$ cat src/design/ffc_regs.svh
/*
  Offsets, field positions and reset values of the flash fault and input
  control register bank. Assumes inclusion by bare name from design files.
*/
`ifndef FFC_REGS_SVH
`define FFC_REGS_SVH

// ----------------------------------------------------------------------
// Register offsets
// ----------------------------------------------------------------------
`define FFC_FAULT_OFS 8'h05
`define FFC_FOLD_OFS 8'h06
`define FFC_MODE_OFS 8'h07

// ----------------------------------------------------------------------
// Reset values
// ----------------------------------------------------------------------
`define FFC_FOLD_RST 8'h66
`define FFC_MODE_RST 8'h24

// ----------------------------------------------------------------------
// Field positions
// ----------------------------------------------------------------------
`define FFC_FAULT_MASK1_BIT 3
`define FFC_FAULT_PIN2_BIT 2
`define FFC_FOLD_M2_LSB 4
`define FFC_FOLD_M1_LSB 0
`define FFC_MODE_DYN_BIT 7
`define FFC_MODE_FLO_BIT 6
`define FFC_MODE_POL_BIT 5
`define FFC_MODE_INDICATOR_LED_OUTPUT_LSB 3
`define FFC_MODE_ILIM_LSB 1
`define FFC_MODE_ILEN_BIT 0

`endif

$ cat src/design/ffc_pkg.sv
/*
  Types shared by the flash fault and input control block.
  Assumes the constants header is compiled alongside.
*/
package ffc_pkg;

  typedef logic [7:0] ffc_byte_t;

  typedef enum logic [7:0] {
    ST_IDLE  = 8'h01,
    ST_ADDR  = 8'h02,
    ST_ACK_A = 8'h04,
    ST_REG   = 8'h08,
    ST_ACK_R = 8'h10,
    ST_WDATA = 8'h20,
    ST_RDATA = 8'h40,
    ST_MACK  = 8'h80
  } ffc_i2c_state_t;

endpackage

$ cat src/design/ffc_top.sv
/*
  Fault status, mask foldback and auxiliary mode registers of the flash
  driver, reached over the serial register port. Assumes the analog side
  delivers fault events as level pins and the mode, output enable and pin
  configuration bits come from neighbouring registers on the same clock.
*/
`timescale 1ns/100ps
`include "ffc_regs.svh"
module ffc_top #(
  parameter logic [6:0] DEV_ADDR = 7'h30  // Arbitrary bus address
) (
  input wire logic core_clk,                    // 10 MHz system clock
  input wire logic rstn,                        // Synchronous reset, active low
  input wire logic scl_pin,                     // Serial clock pin
  input wire logic sda_in,                      // Serial data pin level
  output logic sda_out,                         // Serial data drive value, always low
  output logic sda_oe,                          // Serial data pull-low enable
  input wire logic strobe_pin,                  // Flash strobe pin
  input wire logic transmit_mask_one,           // First transmit mask pin
  input wire logic general_pin_two,             // Pin two, mask two when so configured
  input wire logic ovp_event,                   // Overvoltage detected
  input wire logic sc_event,                    // Short circuit detected
  input wire logic ot_event,                    // Over-temperature detected
  input wire logic timeout_event,               // Flash timer expired
  input wire logic indicator_led_output_fault_event,            // Indicator LED fault detected
  input wire logic inductor_limit_event,        // Inductor peak limit hit
  input wire logic input_limit_event,           // Input dc limit reached
  input wire logic hw_strobe_mode,              // 1 hardware strobe, 0 software
  input wire logic output_enable,               // Output on
  input wire logic flash_mode_sel,              // LED mode is flash
  input wire logic pin2_is_mask2,               // 1 pin two is mask two, 0 indicator output
  output logic dynamic_overvoltage_enable,      // Dynamic overvoltage protection on
  output logic force_low_frequency,             // Force 1.5 MHz switching
  output logic strobe_polarity,                 // 1 strobe active high
  output logic [1:0] indicator_current_code,    // Indicator LED current
  output logic [1:0] input_limit_level,         // Input dc limit level
  output logic input_limit_enable,              // Input dc limit on
  output logic [3:0] mask1_foldback_code,       // Mask one foldback current
  output logic [3:0] mask2_foldback_code,       // Mask two foldback current
  output logic flash_active,                    // Flash in progress
  output logic mask1_foldback_active,           // Flash folded back by mask one
  output logic mask2_foldback_active            // Flash folded back by mask two
);
  import ffc_pkg::*;

  // ----------------------------------------------------------------------
  // Pin synchronisation
  // ----------------------------------------------------------------------
  logic [11:0] pins_s;
  logic scl_s;
  logic sda_s;
  logic strobe_s;
  logic mask1_s;
  logic pin2_s;
  logic [5:0] hw_evt;
  logic indicator_led_output_s;

  ffc_sync #(.WIDTH(12)) u_sync (
    .core_clk(core_clk),
    .rstn(rstn),
    .async_in({scl_pin, sda_in, strobe_pin, transmit_mask_one, general_pin_two, indicator_led_output_fault_event,
               ovp_event, sc_event, ot_event, timeout_event, inductor_limit_event, input_limit_event}),
    .sync_out(pins_s)
  );

  assign scl_s = pins_s[11];
  assign sda_s = pins_s[10];
  assign strobe_s = pins_s[9];
  assign mask1_s = pins_s[8];
  assign pin2_s = pins_s[7];
  assign indicator_led_output_s = pins_s[6];
  assign hw_evt = pins_s[5:0];

  // ----------------------------------------------------------------------
  // Register port
  // ----------------------------------------------------------------------
  ffc_byte_t reg_addr;
  ffc_byte_t reg_wdata;
  ffc_byte_t reg_rdata;
  logic reg_wr;
  logic reg_rd;

  ffc_i2c_slave #(.DEV_ADDR(DEV_ADDR)) u_port (
    .core_clk(core_clk),
    .rstn(rstn),
    .scl(scl_s),
    .sda(sda_s),
    .sda_oe(sda_oe),
    .reg_addr(reg_addr),
    .reg_wdata(reg_wdata),
    .reg_wr(reg_wr),
    .reg_rd(reg_rd),
    .reg_rdata(reg_rdata)
  );

  // Open drain: the pin only ever pulls low
  always_ff @(posedge core_clk) begin
    sda_out <= 1'b0;
  end

  // ----------------------------------------------------------------------
  // Writable registers
  // ----------------------------------------------------------------------
  logic fold_wr;
  logic mode_wr;
  logic fault_rd;

  assign fold_wr = reg_wr && reg_addr == `FFC_FOLD_OFS;
  assign mode_wr = reg_wr && reg_addr == `FFC_MODE_OFS;
  assign fault_rd = reg_rd && reg_addr == `FFC_FAULT_OFS;

  always_ff @(posedge core_clk) begin
    if (!rstn) begin
      {mask2_foldback_code, mask1_foldback_code} <= `FFC_FOLD_RST;
    end else if (fold_wr) begin
      mask2_foldback_code <= reg_wdata[`FFC_FOLD_M2_LSB +: 4];
      mask1_foldback_code <= reg_wdata[`FFC_FOLD_M1_LSB +: 4];
    end
  end

  always_ff @(posedge core_clk) begin
    if (!rstn) begin
      {dynamic_overvoltage_enable, force_low_frequency, strobe_polarity, indicator_current_code,
       input_limit_level, input_limit_enable} <= `FFC_MODE_RST;
    end else if (mode_wr) begin
      dynamic_overvoltage_enable <= reg_wdata[`FFC_MODE_DYN_BIT];
      force_low_frequency <= reg_wdata[`FFC_MODE_FLO_BIT];
      strobe_polarity <= reg_wdata[`FFC_MODE_POL_BIT];
      indicator_current_code <= reg_wdata[`FFC_MODE_INDICATOR_LED_OUTPUT_LSB +: 2];
      input_limit_level <= reg_wdata[`FFC_MODE_ILIM_LSB +: 2];
      input_limit_enable <= reg_wdata[`FFC_MODE_ILEN_BIT];
    end
  end

  // ----------------------------------------------------------------------
  // Flash sequencing
  // ----------------------------------------------------------------------
  logic strobe_act;
  logic next_flash;
  logic flash_start;

  assign strobe_act = strobe_polarity ? strobe_s : ~strobe_s;
  assign next_flash = output_enable & flash_mode_sel & (~hw_strobe_mode | strobe_act);
  assign flash_start = next_flash & ~flash_active;

  always_ff @(posedge core_clk) begin
    if (!rstn) begin
      flash_active <= 1'b0;
      mask1_foldback_active <= 1'b0;
      mask2_foldback_active <= 1'b0;
    end else begin
      flash_active <= next_flash;
      mask1_foldback_active <= next_flash & mask1_s;
      mask2_foldback_active <= next_flash & pin2_is_mask2 & pin2_s;
    end
  end

  // ----------------------------------------------------------------------
  // Fault flags
  // ----------------------------------------------------------------------
  // Order: overvoltage, short, over-temperature, timeout, inductor, input dc
  logic [5:0] hw_flag;
  logic [5:0] hw_set;
  logic mask1_flag;
  logic mask2_flag;
  logic indicator_led_output_flag;
  logic pin2_flag;

  // Input dc limit only counts while the limit is enabled
  assign hw_set = {hw_evt[5:1], hw_evt[0] & input_limit_enable};

  // Cleared by reading the register; an event in the read cycle still lands
  always_ff @(posedge core_clk) begin
    if (!rstn) begin
      hw_flag <= 6'h00;
    end else begin
      hw_flag <= (hw_flag & ~{6{fault_rd}}) | hw_set;
    end
  end

  // Mask flags describe the latest flash only, so a new flash wipes them
  always_ff @(posedge core_clk) begin
    if (!rstn) begin
      mask1_flag <= 1'b0;
      mask2_flag <= 1'b0;
    end else begin
      mask1_flag <= (mask1_flag & ~flash_start) | (next_flash & mask1_s);
      mask2_flag <= (mask2_flag & ~flash_start) | (next_flash & pin2_is_mask2 & pin2_s);
    end
  end

  always_ff @(posedge core_clk) begin
    if (!rstn) begin
      indicator_led_output_flag <= 1'b0;
    end else begin
      indicator_led_output_flag <= (indicator_led_output_flag & ~fault_rd) | (indicator_led_output_s & ~pin2_is_mask2);
    end
  end

  assign pin2_flag = pin2_is_mask2 ? mask2_flag : indicator_led_output_flag;

  // ----------------------------------------------------------------------
  // Register images
  // ----------------------------------------------------------------------
  // One place fixes the mode bit order for the read path and the checks
  function automatic ffc_byte_t mode_image(input logic dyn, input logic flo, input logic pol,
    input logic [1:0] indicator_led_output, input logic [1:0] ilim, input logic ilen);
    return {dyn, flo, pol, indicator_led_output, ilim, ilen};
  endfunction

  // ----------------------------------------------------------------------
  // Read multiplexer
  // ----------------------------------------------------------------------
  always_comb begin
    case (reg_addr)
      `FFC_FAULT_OFS: reg_rdata = {hw_flag[5:2], mask1_flag, pin2_flag, hw_flag[1:0]};
      `FFC_FOLD_OFS: reg_rdata = {mask2_foldback_code, mask1_foldback_code};
      `FFC_MODE_OFS: reg_rdata = mode_image(dynamic_overvoltage_enable, force_low_frequency, strobe_polarity,
        indicator_current_code, input_limit_level, input_limit_enable);
      default: reg_rdata = 8'h00;
    endcase
  end
endmodule

$ cat src/design/ffc_sync.sv
/*
  Three-stage synchroniser for pin inputs; the output follows once the
  second and third stages agree. Assumes one clock, synchronous reset.
*/
`timescale 1ns/100ps
module ffc_sync #(
  parameter int WIDTH = 1
) (
  input wire logic core_clk,              // System clock
  input wire logic rstn,                  // Synchronous reset, active low
  input wire logic [WIDTH-1:0] async_in,  // Raw pin levels
  output logic [WIDTH-1:0] sync_out       // Filtered, synchronised levels
);

  logic [WIDTH-1:0] s1;
  logic [WIDTH-1:0] s2;
  logic [WIDTH-1:0] s3;

  always_ff @(posedge core_clk) begin
    if (!rstn) begin
      s1 <= '0;
      s2 <= '0;
      s3 <= '0;
    end else begin
      s1 <= async_in;
      s2 <= s1;
      s3 <= s2;
    end
  end

  // Only a level seen by two later stages moves the output
  always_ff @(posedge core_clk) begin
    if (!rstn) begin
      sync_out <= '0;
    end else begin
      sync_out <= (s2 & s3) | (sync_out & (s2 | s3));
    end
  end

endmodule

$ cat src/design/ffc_i2c_slave.sv
/*
  Serial register port slave: 7-bit device address, register pointer byte,
  auto-incrementing writes and reads. Assumes scl and sda already
  synchronised; sda is open drain, driven low while sda_oe is high.
*/
`timescale 1ns/100ps
module ffc_i2c_slave #(
  parameter logic [6:0] DEV_ADDR = 7'h30  // Arbitrary bus address
) (
  input wire logic core_clk,                 // System clock
  input wire logic rstn,                     // Synchronous reset, active low
  input wire logic scl,                      // Synchronised clock line
  input wire logic sda,                      // Synchronised data line
  output logic sda_oe,                       // Pull data line low
  output ffc_pkg::ffc_byte_t reg_addr,       // Register pointer
  output ffc_pkg::ffc_byte_t reg_wdata,      // Write data
  output logic reg_wr,                       // Write strobe, one cycle
  output logic reg_rd,                       // Read strobe, one cycle
  input wire ffc_pkg::ffc_byte_t reg_rdata   // Read data at reg_addr
);
  import ffc_pkg::*;

  ffc_i2c_state_t state;
  logic scl_d;
  logic sda_d;
  logic [3:0] cnt;
  ffc_byte_t shreg;
  logic rw;
  logic nack;
  logic scl_rise;
  logic scl_fall;
  logic start_c;
  logic stop_c;

  assign scl_rise = scl & ~scl_d;
  assign scl_fall = ~scl & scl_d;
  assign start_c = scl & scl_d & sda_d & ~sda;
  assign stop_c = scl & scl_d & ~sda_d & sda;

  always_ff @(posedge core_clk) begin
    if (!rstn) begin
      scl_d <= 1'b1;
      sda_d <= 1'b1;
    end else begin
      scl_d <= scl;
      sda_d <= sda;
    end
  end

  // Pointer moves on after every register access
  always_ff @(posedge core_clk) begin
    if (!rstn) begin
      reg_addr <= 8'h00;
    end else if (state == ST_ACK_R && scl_fall && !reg_wr && cnt == 4'h0 && !rw && shreg == reg_addr) begin
      reg_addr <= reg_addr;
    end else if (reg_wr || reg_rd) begin
      reg_addr <= reg_addr + 8'h01;
    end else if (state == ST_REG && scl_fall && cnt == 4'h8) begin
      reg_addr <= shreg;
    end
  end

  always_ff @(posedge core_clk) begin
    if (!rstn) begin
      state <= ST_IDLE;
      cnt <= 4'h0;
      shreg <= 8'h00;
      rw <= 1'b0;
      nack <= 1'b0;
      sda_oe <= 1'b0;
      reg_wdata <= 8'h00;
      reg_wr <= 1'b0;
      reg_rd <= 1'b0;
    end else begin
      reg_wr <= 1'b0;
      reg_rd <= 1'b0;
      if (start_c) begin
        state <= ST_ADDR;
        cnt <= 4'h0;
        sda_oe <= 1'b0;
      end else if (stop_c) begin
        state <= ST_IDLE;
        sda_oe <= 1'b0;
      end else begin
        case (state)
          ST_ADDR, ST_REG, ST_WDATA: begin
            if (scl_rise) begin
              shreg <= {shreg[6:0], sda};
              cnt <= cnt + 4'h1;
            end else if (scl_fall && cnt == 4'h8) begin
              cnt <= 4'h0;
              if (state == ST_ADDR) begin
                if (shreg[7:1] == DEV_ADDR) begin
                  rw <= shreg[0];
                  sda_oe <= 1'b1;
                  state <= ST_ACK_A;
                end else begin
                  state <= ST_IDLE;
                end
              end else if (state == ST_REG) begin
                sda_oe <= 1'b1;
                state <= ST_ACK_R;
              end else begin
                reg_wdata <= shreg;
                reg_wr <= 1'b1;
                sda_oe <= 1'b1;
                state <= ST_ACK_R;
              end
            end
          end
          ST_ACK_A: begin
            if (scl_fall) begin
              sda_oe <= 1'b0;
              cnt <= 4'h0;
              if (rw) begin
                reg_rd <= 1'b1;
                state <= ST_RDATA;
              end else begin
                state <= ST_REG;
              end
            end
          end
          ST_ACK_R: begin
            if (scl_fall) begin
              sda_oe <= 1'b0;
              state <= ST_WDATA;
            end
          end
          ST_RDATA: begin
            // Byte is captured in the strobe cycle so the block sees the same value
            if (reg_rd) begin
              shreg <= reg_rdata;
              sda_oe <= ~reg_rdata[7];
            end else if (scl_fall) begin
              if (cnt == 4'h7) begin
                sda_oe <= 1'b0;
                state <= ST_MACK;
              end else begin
                shreg <= {shreg[6:0], 1'b0};
                sda_oe <= ~shreg[6];
                cnt <= cnt + 4'h1;
              end
            end
          end
          ST_MACK: begin
            if (scl_rise) begin
              nack <= sda;
            end else if (scl_fall) begin
              cnt <= 4'h0;
              if (nack) begin
                state <= ST_IDLE;
              end else begin
                reg_rd <= 1'b1;
                state <= ST_RDATA;
              end
            end
          end
          default: begin
            state <= ST_IDLE;
            sda_oe <= 1'b0;
          end
        endcase
      end
    end
  end

endmodule

$ cat config.mk
export PLATFORM = sky130hd
export DESIGN_NAME = ffc_top
export DESIGN_NICKNAME = d
export VERILOG_FILES = /design/src/design/ffc_pkg.sv /design/src/design/ffc_top.sv /design/src/design/ffc_sync.sv /design/src/design/ffc_i2c_slave.sv
export VERILOG_INCLUDE_DIRS = /design/src /design/src/design
export SDC_FILE = /design/constraint.sdc
export NUM_CORES = 1
export LEC_CHECK = 0
export BUFFER_PORTS_ARGS = -buffer_cell sky130_fd_sc_hd__buf_2
export CORE_AREA = 4 4 101 103
export DETAILED_ROUTE_END_ITERATION = 7
export DIE_AREA = 0 0 105 107
export GPL_ROUTABILITY_DRIVEN = 0
export PLACE_DENSITY_LB_ADDON = 0.08
export SKIP_CTS_REPAIR_TIMING = 1
export SLEW_MARGIN = 20
export SYNTH_ARGS = -nofsm -noshare
export SYNTH_HDL_FRONTEND = slang
export SYNTH_HIERARCHICAL = 1
export SYNTH_SLANG_ARGS = --single-unit
$ cat constraint.sdc
create_clock -name core_clk -period 3.1 [get_ports core_clk]
set_input_delay 0.31 -clock core_clk [delete_from_list [all_inputs] [get_ports core_clk]]
set_output_delay 0.31 -clock core_clk [all_outputs]
set_load 0.005 [all_outputs]
# Word-level counts from Yosys, hierarchy flattened

Index checks and enable logic that the tools add are counted.

Bitwise logic cells: 51
Reductions and logical operators: 32
Equal/unequal tests: 39
Add/sub/neg operators: 2
Muxes and demuxes: 50

Operator list:

| operator              | number |
|---|---|
| $mux W8               | 15 |
| $pmux W8 S5           | 1 |
| $eq A8 B3 Y1 const B  | 4 |
| $mux W4               | 7 |
| $and A12 B12 Y12      | 2 |
| $ne A4 B1 Y1 const B  | 6 |
| $or A12 B12 Y12       | 2 |
| $pmux W8 S3           | 1 |
| $not A1 Y1            | 22 |
| $reduce_and A7 Y1     | 3 |
| $and A1 B1 Y1         | 18 |
| $reduce_and A9 Y1     | 2 |
| $mux W1               | 16 |
| $ne A2 B1 Y1 const B  | 8 |
| $pmux W4 S4           | 1 |
| $pmux W8 S2           | 1 |
| $mux W7               | 2 |
| $ne A4 B4 Y1 const B  | 3 |
| $reduce_and A6 Y1     | 2 |
| $logic_and A1 B1 Y1   | 11 |
| $add A8 B1 Y8 const B | 1 |
| $eq A8 B2 Y1 const B  | 1 |
| $eq A8 B4 Y1 const B  | 1 |
| $eq A8 B5 Y1 const B  | 1 |
| 31 further kinds      | 43 |

Flip-flop bits (word level): 119
Word-level logic and storage cells: 206
Input bits: 18

# Longest topological paths before layout

Gate-level depths: netlist (run 1).

Word-level depth: 9
Gate-level depth with buffers: 9
Gate-level depth less buffers: 8

# Hierarchy

The synthesis (run 1) kept the hierarchy.

By module, submodules not included:

| module        | cells each | sequential area each (um2) | area an instance (um2) | instances |
|---|---|---|---|---|
| ffc_i2c_slave | 318        | 860.8                      | 2637.5                 | 1 |
| ffc_sync      | 125        | 960.9                      | 1440.1                 | 1 |
| ffc_top       | 155        | 560.5                      | 1372.6                 | 1 |

# Worst setup path after synthesis (run 1)

Ideal clock, no wire load.

Path kind: flip-flop to flip-flop
Start point: register u_port.state[2]
End point: register u_port.cnt[0]
Arrival: 2082 ps
Stages on the path, launching flop included: 8
Path slack: 900 ps
Setup time: 119 ps
Required time: 2981 ps
Path through: dfxtp_1 buf_6 or4_4 or4_1 o211a_2 or3_1 buf_2 mux2i_1

Longest elaborated chain between the ends: 4

RTL lines:

| what                                                         | RTL line             | source |
|---|---|---|
| from (decl)                                                  | ffc_i2c_slave.sv:23  | `ffc_i2c_state_t state;` |
| from (signal assigned)                                       | ffc_i2c_slave.sv:65  | `state <= ST_IDLE;` |
| from (signal assigned)                                       | ffc_i2c_slave.sv:78  | `state <= ST_ADDR;` |
| from (signal assigned)                                       | ffc_i2c_slave.sv:82  | `state <= ST_IDLE;` |
| $eq A8 B6 Y1 (tied with other cells)                         | ffc_i2c_slave.sv:85  | `case (state)` |
| $reduce_or A3 Y1                                             | ffc_i2c_slave.sv:85  |  |
| $ne A3 B1 Y1 (no line) or $reduce_bool A4 Y1 (tied branches) | -                    |  |
| $reduce_and A7 Y1 (no line)                                  | -                    |  |
| to (signal assigned)                                         | ffc_i2c_slave.sv:89  | `cnt <= cnt + 4'h1;` |
| to (signal assigned)                                         | ffc_i2c_slave.sv:141 | `cnt <= cnt + 4'h1;` |
| to (decl)                                                    | ffc_i2c_slave.sv:26  | `logic [3:0] cnt;` |

Several ways; a longest one is shown, not always the timed one.
A chain may end at the register's enable or synchronous reset.

# Worst setup path in the final report (run 1)

Start point: register u_port.cnt[0]
End point: register u_port.reg_addr[1]

Longest elaborated chain between the ends: 6

RTL lines:

| what                             | RTL line            | source |
|---|---|---|
| $logic_not A4 Y1                 | ffc_i2c_slave.sv:54 | `end else if (state == ST_ACK_R && scl_fall && !reg_wr && cnt == 4'h0 && !rw && shreg == reg_addr) begin` |
| $logic_and A1 B1 Y1 (3 in a row) | ffc_i2c_slave.sv:54 |  |
| $not A1 Y1 (no line)             | -                   |  |
| $reduce_and A2 Y1 (no line) (*)  | -                   |  |
| to (signal assigned)             | ffc_i2c_slave.sv:55 | `reg_addr <= reg_addr;` |
| to (signal assigned)             | ffc_i2c_slave.sv:57 | `reg_addr <= reg_addr + 8'h01;` |
| to (signal assigned)             | ffc_i2c_slave.sv:59 | `reg_addr <= shreg;` |
| to (decl)                        | ffc_i2c_slave.sv:15 | `output ffc_pkg::ffc_byte_t reg_addr,` |

Every way passes the cells marked *; elsewhere a longest branch is shown, timed or not.

==> results of run 1 <==
[synth_stat cells, types with 4 or more instances]
library cell  number
nor2b_1           14
o21a_1             4
a22oi_1            7
a21oi_1           26
or3_1              9
clkbuf_1          23
a21boi_2           4
nand4_1            7
dfxtp_1          119
and3_1             4
buf_2              7
buf_6              4
nor3_1             7
a211oi_1           9
and4_1             4
xor2_1            10
nor2_1            34
mux2_2             8
and2_1            42
nand2b_1          11
mux2i_1           38
nand3_1           15
inv_1              5
nand2_1           66
o31a_1             4
a21boi_0          10
nor4_1            11
o21ai_0           23
o31ai_1           12
a31oi_1            5
[final cells by class]
| type | instances | area, µm² | area share |
|---|---|---|---|
| clock buffers | 17 | 414.1 | 0.06635 |
| clock inverters | 15 | 157.7 | 0.02526 |
| inverters | 6 | 22.52 | 0.003608 |
| multi-input cells | 438 | 2872 | 0.4600 |
| flip-flops and latches | 119 | 2382 | 0.3816 |
| well taps | 111 | 138.9 | 0.02225 |
| repair buffers | 44 | 255.2 | 0.04089 |
[sequential cells by signal, indices dropped and copies added, names as in the netlist, 2 cells and up]
register                flops
u_port/shreg                8
u_port/cnt                  4
u_sync/s3                  12
mask2_foldback_code         4
hw_flag                     6
u_port/state                8
u_port/reg_wdata            8
u_sync/sync_out            12
u_port/reg_addr             8
indicator_current_code      2
u_sync/s1                  12
mask1_foldback_code         4
u_sync/s2                  12
input_limit_level           2
[routing by layer]
metal,wire [µm],global-route usage
met2,5886,0.3831
met1,5431,0.2991
met5,0,0
met3,708,0.04335
met4,150,0.07873
[kinds of logic after synthesis]
family                     Yosys count  share of synthesized area
AOI/OAI and AO/OA                  128                     0.1616
xor gates and xnor gates            13                    0.02089
adders and majority gates            3                   0.006888
buffers and inverters               41                    0.03604
DFF                                119                     0.4371
muxes                               46                    0.08632
other                                1                  0.0006880
and+or+nand+nor                    247                     0.2505
[power by group]
group	total (W)	switching (W)	internal, W
Sequential	0.00156	0.00000880	0.00155
Combinational	0.0000718	0.0000401	0.0000317
Clock	0.00188	0.000783	0.00110
Total	0.00351	0.000832	0.00268
[path summary, 6_finish.rpt]
| check | slack, ns | to | cells after the start |
|---|---|---|---|
| setup / recovery | 0.43 | u_port/reg_addr[1] | 7 |
| hold / removal | 0.008 | u_sync/s1[9] | 2 |
| setup reg to reg | 0.43 | u_port/reg_addr[1] | 7 |
| hold reg to reg | 0.43 | u_sync/s2[9] | 1 |
[per-stage QoR]
stage	utilization	total power (W)	cells
floorplan	-	0.001642	598
global placement	0.6144	0.001661	716
detailed placement	0.6144	0.001664	716
CTS	0.6766	0.003542	748
global route	0.6788	0.003629	750
finish	0.6788	0.003512	750
==> results_dict.tcl, run 1 <==
set metrics [dict create \
    endpoint_kind "flip-flop" \
    cpPeakStageDelay_ns 0.76 \
    synth_top_area_share 0.4371 \
    cp_top_family "compound AO/OA/AOI/OAI gates" \
    die_area_um2 11240 \
    status "finished clean" \
    maxCapViolCount 0 \
    worstPathCellList "inv_1, ha_1, nor4bb_1, nand2_1, o41ai_2, a21oi_1, a311oi_1" \
    peakVddDrop_v 0.0003791 \
    critPathKind "reg2reg" \
    place_area_um2 5650 \
    first_iter_violations 279 \
    worstPathRequired_ns 3.51 \
    arrival_ns 3.08 \
    drive_gt1_frac 0.1549 \
    seq_area_frac_synth 0.4371 \
    holdCritPathClass "in2reg" \
    clock.fmax_mhz 374.9 \
    finalMaxSlewViolations 0 \
    initial_utilization 0.5927 \
    gr-usage-all-layers 0.2297 \
    synth_cell_types 70 \
    h-tree-depth 4 \
    period_share 0.8604 \
    syn_avg_cell_area_um2 9.114 \
    synth_edf_count 0 \
    p_per_area_nw_per_um2 562.7 \
    synth_area_leader_cell "dfxtp_1" \
    worstMarginPinSlew_ns 0.7544 \
    die_y_um 107 \
    antenna_left 0 \
    yosys_warnings 6 \
    p_leak_nw 2.370 \
    path_clk_slew_ns 0.06 \
    n_antenna_cell 0 \
    dp_slack_ns 0.5191 \
    hp-start "strobe_pin" \
    wl_per_cell_um 16.23 \
    via_count 4481 \
    gr-total-overflow 0 \
    synthFlopType "dfxtp_1" \
    final_common_cell "dfxtp_1" \
    fillers 743 \
    crit_path_start_kind "flip-flop" \
    grt_start_max_net_pins 79 \
    final_cell_mix "dfxtp_1, nand2_1, and2_1" \
    fin_setup_tns_ns 0 \
    yosys-top-cells-area "dfxtp_1, mux2i_1, and2_1" \
    drt_pass1_iterations 4 \
    routed_wirelength_um 12180 \
    antenna_found_initial 0 \
    skew_ns 0.009293 \
    cts_buffers 17 \
    synth_cells 598 \
    synthArstFlopShare 0 \
    cts_tree "done" \
    relSlewSlack 0.4841 \
    cp_max_fo 8 \
    vias_per_cell 5.975 \
    fp-row-count 35 \
    min_period_ns 2.667 \
    grt_pass1_vias 4376 \
    crit_buf_inv 1 \
    cts_sinks 119 \
    rsz0062_at_grt "no" \
    ys_seq_elements 119 \
    clock_latency_ns 0.51 \
    grt_pass1_wl_um 21270 \
    worst_slack_ns 0.4328 \
    r2r-start "u_port/cnt[0]" \
    dp_hpwl_um 8261 \
    syn_to_final_growth_pct 14.53 \
    final_area_um2 6242 \
    synth_nets 619 \
    port_buffers 37 \
    placeableCoreArea_um2 9196 \
    crit_start "u_port/cnt[0]" \
    die_w_um 105 \
    cts_max_path_buffers 2 \
    io-pin-count 39 \
    fin_nets 647 \
    timing_hold_violations_final 0 \
    finalSetupViolCount 0 \
    drc 0 \
    syn_area_um2 5450 \
    cts_root_buf "clkbuf_8" \
    fin_hold_ws_ns 0.008072 \
    cpMaxStageDelayCell "o41ai_2" \
]
No activity file was read; power rests on OpenSTA's default activity.
==> inputs of run 2 (changes only) <==
- CORE_AREA: 4 4 101 103 -> 4 4 97 99
- DIE_AREA: 0 0 105 107 -> 0 0 101 103
- SYNTH_HIERARCHICAL: 1 -> default
==> results_dict.tcl, run 2 <==
set metrics [dict create \
    worstPathCellList "nor4_1, nand4b_1, o22ai_1, buf_4, a21oi_1, o32ai_1" \
    antenna_found_initial 0 \
    reg2regPathDepth 6 \
    final_area_um2 5836 \
    cts_buffers 17 \
    io-pin-count 39 \
    yosys-top-cells-area "dfxtp_1, mux2i_1, a21oi_1" \
    drive_gt1_frac 0.1545 \
    routed_wirelength_um 11350 \
    grt_pass1_vias 3827 \
    die_area_um2 10400 \
    path_clk_slew_ns 0.06 \
    p_leak_nw 2.421 \
    worstMarginPinSlew_ns 0.9093 \
    worstPathRequired_ns 3.52 \
    fin_setup_tns_ns 0 \
    h-tree-depth 4 \
    seq_power_share 0.459 \
    cts_root_buf "clkbuf_8" \
    clock_latency_ns 0.52 \
    fin_hold_ws_ns 0.004984 \
    clock.fmax_mhz 431.7 \
    critPathKind "reg2reg" \
    synthArstFlopShare 0 \
    holdCritPathClass "in2reg" \
    timing_hold_violations_final 0 \
    synth_nets 566 \
    fin_util 0.6825 \
    cp_max_fo 12 \
    r2r-end "u_port.reg_addr[4]" \
    vias_per_cell 5.789 \
    fin_nets 612 \
    skew_ns 0.009396 \
    grt_pass1_wl_um 18420 \
    seq_area_frac_synth 0.4821 \
    syn_area_um2 4941 \
    grt_start_max_net_pins 60 \
    wl_met1_um 4965 \
    drc 0 \
    maxCapViolCount 0 \
    ys_top_cells_by_count "dfxtp_1, nand2_1, a21oi_1" \
    fillers 688 \
    yosys_warnings 0 \
    status "finished clean" \
    via_count 4110 \
    synthFlopType "dfxtp_1" \
    antenna_left 0 \
    die_w_um 101 \
    relSlewSlack 0.3938 \
    syn_to_final_growth_pct 18.11 \
    dp_hpwl_um 7559 \
    final_common_cell "dfxtp_1" \
    synth_edf_count 0 \
    initial_utilization 0.5778 \
    gr-usage-all-layers 0.2298 \
    r2r-start "u_port.state[1]" \
    drt_pass1_iterations 7 \
    fp-row-count 34 \
    cts_max_path_buffers 2 \
    p_per_area_nw_per_um2 582.9 \
    first_iter_violations 292 \
    die_y_um 103 \
    synth_cell_types 62 \
    crit_path_start_kind "flip-flop" \
    finalSetupViolCount 0 \
    p_switching_w 0.0007980 \
    p_sw_frac 0.2346 \
    rsz0062_at_grt "no" \
    arrival_ns 2.74 \
    internal_power_w 0.002603 \
    peakVddDrop_v 0.0004845 \
    pwr-share-comb 0.021 \
    endpoint_kind "flip-flop" \
    hold_path_depth 2 \
    synth_area_leader_cell "dfxtp_1" \
    cpMaxStageDelayCell "o22ai_1" \
    synth.most_common_cell "dfxtp_1" \
    finalMaxSlewViolations 0 \
    placeableCoreArea_um2 8551 \
    synth_cells 543 \
    period_share 0.7473 \
    ys_seq_elements 119 \
    hp-start "indicator_led_output_fault_event" \
    n_antenna_cell 0 \
    cpPeakStageDelay_ns 0.75 \
    wl_per_cell_um 15.98 \
    final_cell_mix "dfxtp_1, nand2_1, a21oi_1" \
    cts_sinks 119 \
    syn_avg_cell_area_um2 9.099 \
    gr-total-overflow 0 \
    place_area_um2 5195 \
    min_period_ns 2.317 \
    wl_met2_um 5515 \
    wl_met3_um 633 \
    highest_layer "met4" \
    port_buffers 37 \
    worst_hold_path.endpoint "u_sync.s1[6]" \
    power_frac_clock 0.520 \
    power.total_w 0.003401 \
    synth_top_area_share 0.4821 \
    regToRegSetupSlack_ns 0.78 \
    cts_tree "done" \
]
-- run 2: cell types whose count changed in the layout (fill, tap and decap cells not counted), sizes merged, moves of 8 or more --
cell         delta
a21boi         -12
a222oi          +8
a21oi          +24
nor4            -9
o31ai          -11
mux2i          -10
nor2           +14
nor3            +9
dlygate4sd3     +8
-- run 2: power by group through the flow --
stage	registers [W]	clock network (W)	logic (W)
floorplan	0.00159	0	0.0000407
global placement	0.00159	0	0.0000616
detailed placement	0.00159	0	0.0000623
CTS	0.00156	0.00179	0.0000630
global route	0.00156	0.00187	0.0000822
finish	0.00156	0.00177	0.0000723
-- run 2: final cells by class --
type                    instances  area [µm²]  area share
clock inverters                14       112.6     0.01930
clock buffers                  18       427.9     0.07333
flip-flops and latches        119        2382      0.4082
inverters                       7       26.28    0.004503
repair buffers                 53       330.3     0.05660
multi-input cells             391        2421      0.4149
well taps                     108       135.1     0.02316
-- run 2: worst max-delay path by stage --
stage	cells past startpoint	slack, ns	end	from
floorplan	6	1.26	u_port.cnt[3]	u_port.state[1]
global placement	5	0.91	u_port.reg_addr[0]	u_port.state[1]
detailed placement	6	0.83	u_port.reg_addr[4]	u_port.state[1]
CTS	6	0.82	u_port.reg_addr[4]	u_port.state[1]
global route	6	0.54	u_port.reg_addr[4]	u_port.state[1]
finish	6	0.78	u_port.reg_addr[4]	u_port.state[1]
-- run 2: per-stage QoR --
| stage | setup slack (ns) | std cells |
|---|---|---|
| 2_1_floorplan | 1.257 | 543 |
| 3_3_place_gp | 0.9145 | 668 |
| 3_5_place_dp | 0.8292 | 668 |
| 4_1_cts | 0.8192 | 700 |
| 5_1_grt | 0.5415 | 710 |
| 6_report | 0.7834 | 710 |
-- run 2: logic make-up after synthesis --
family                     Yosys count  share of synthesized area
and+or+nand+nor                    230                     0.2416
DFF                                119                     0.4821
AOI/OAI and AO/OA                  113                     0.1530
buffers and inverters               33                    0.02785
muxes                               29                    0.05900
xor gates and xnor gates            13                    0.02304
adders and majority gates            5                    0.01266
other                                1                  0.0007590
-- run 2: per-layer routing --
| layer | GRT usage | vias to the layer above |
|---|---|---|
| li1 | - | 2010 |
| met1 | 0.2877 | 1926 |
| met2 | 0.3716 | 154 |
| met3 | 0.06969 | 20 |
| met4 | 0.09509 | 0 |
| met5 | 0 | - |
-- run 2: worst max-delay path: cells and delay by family, from the launching register on --
family	cells	cell delay (ns)
AOI/OAI and AO/OA	3	0.90
buffers and inverters	1	0.27
DFF	1	0.36
and+or+nand+nor	2	0.68
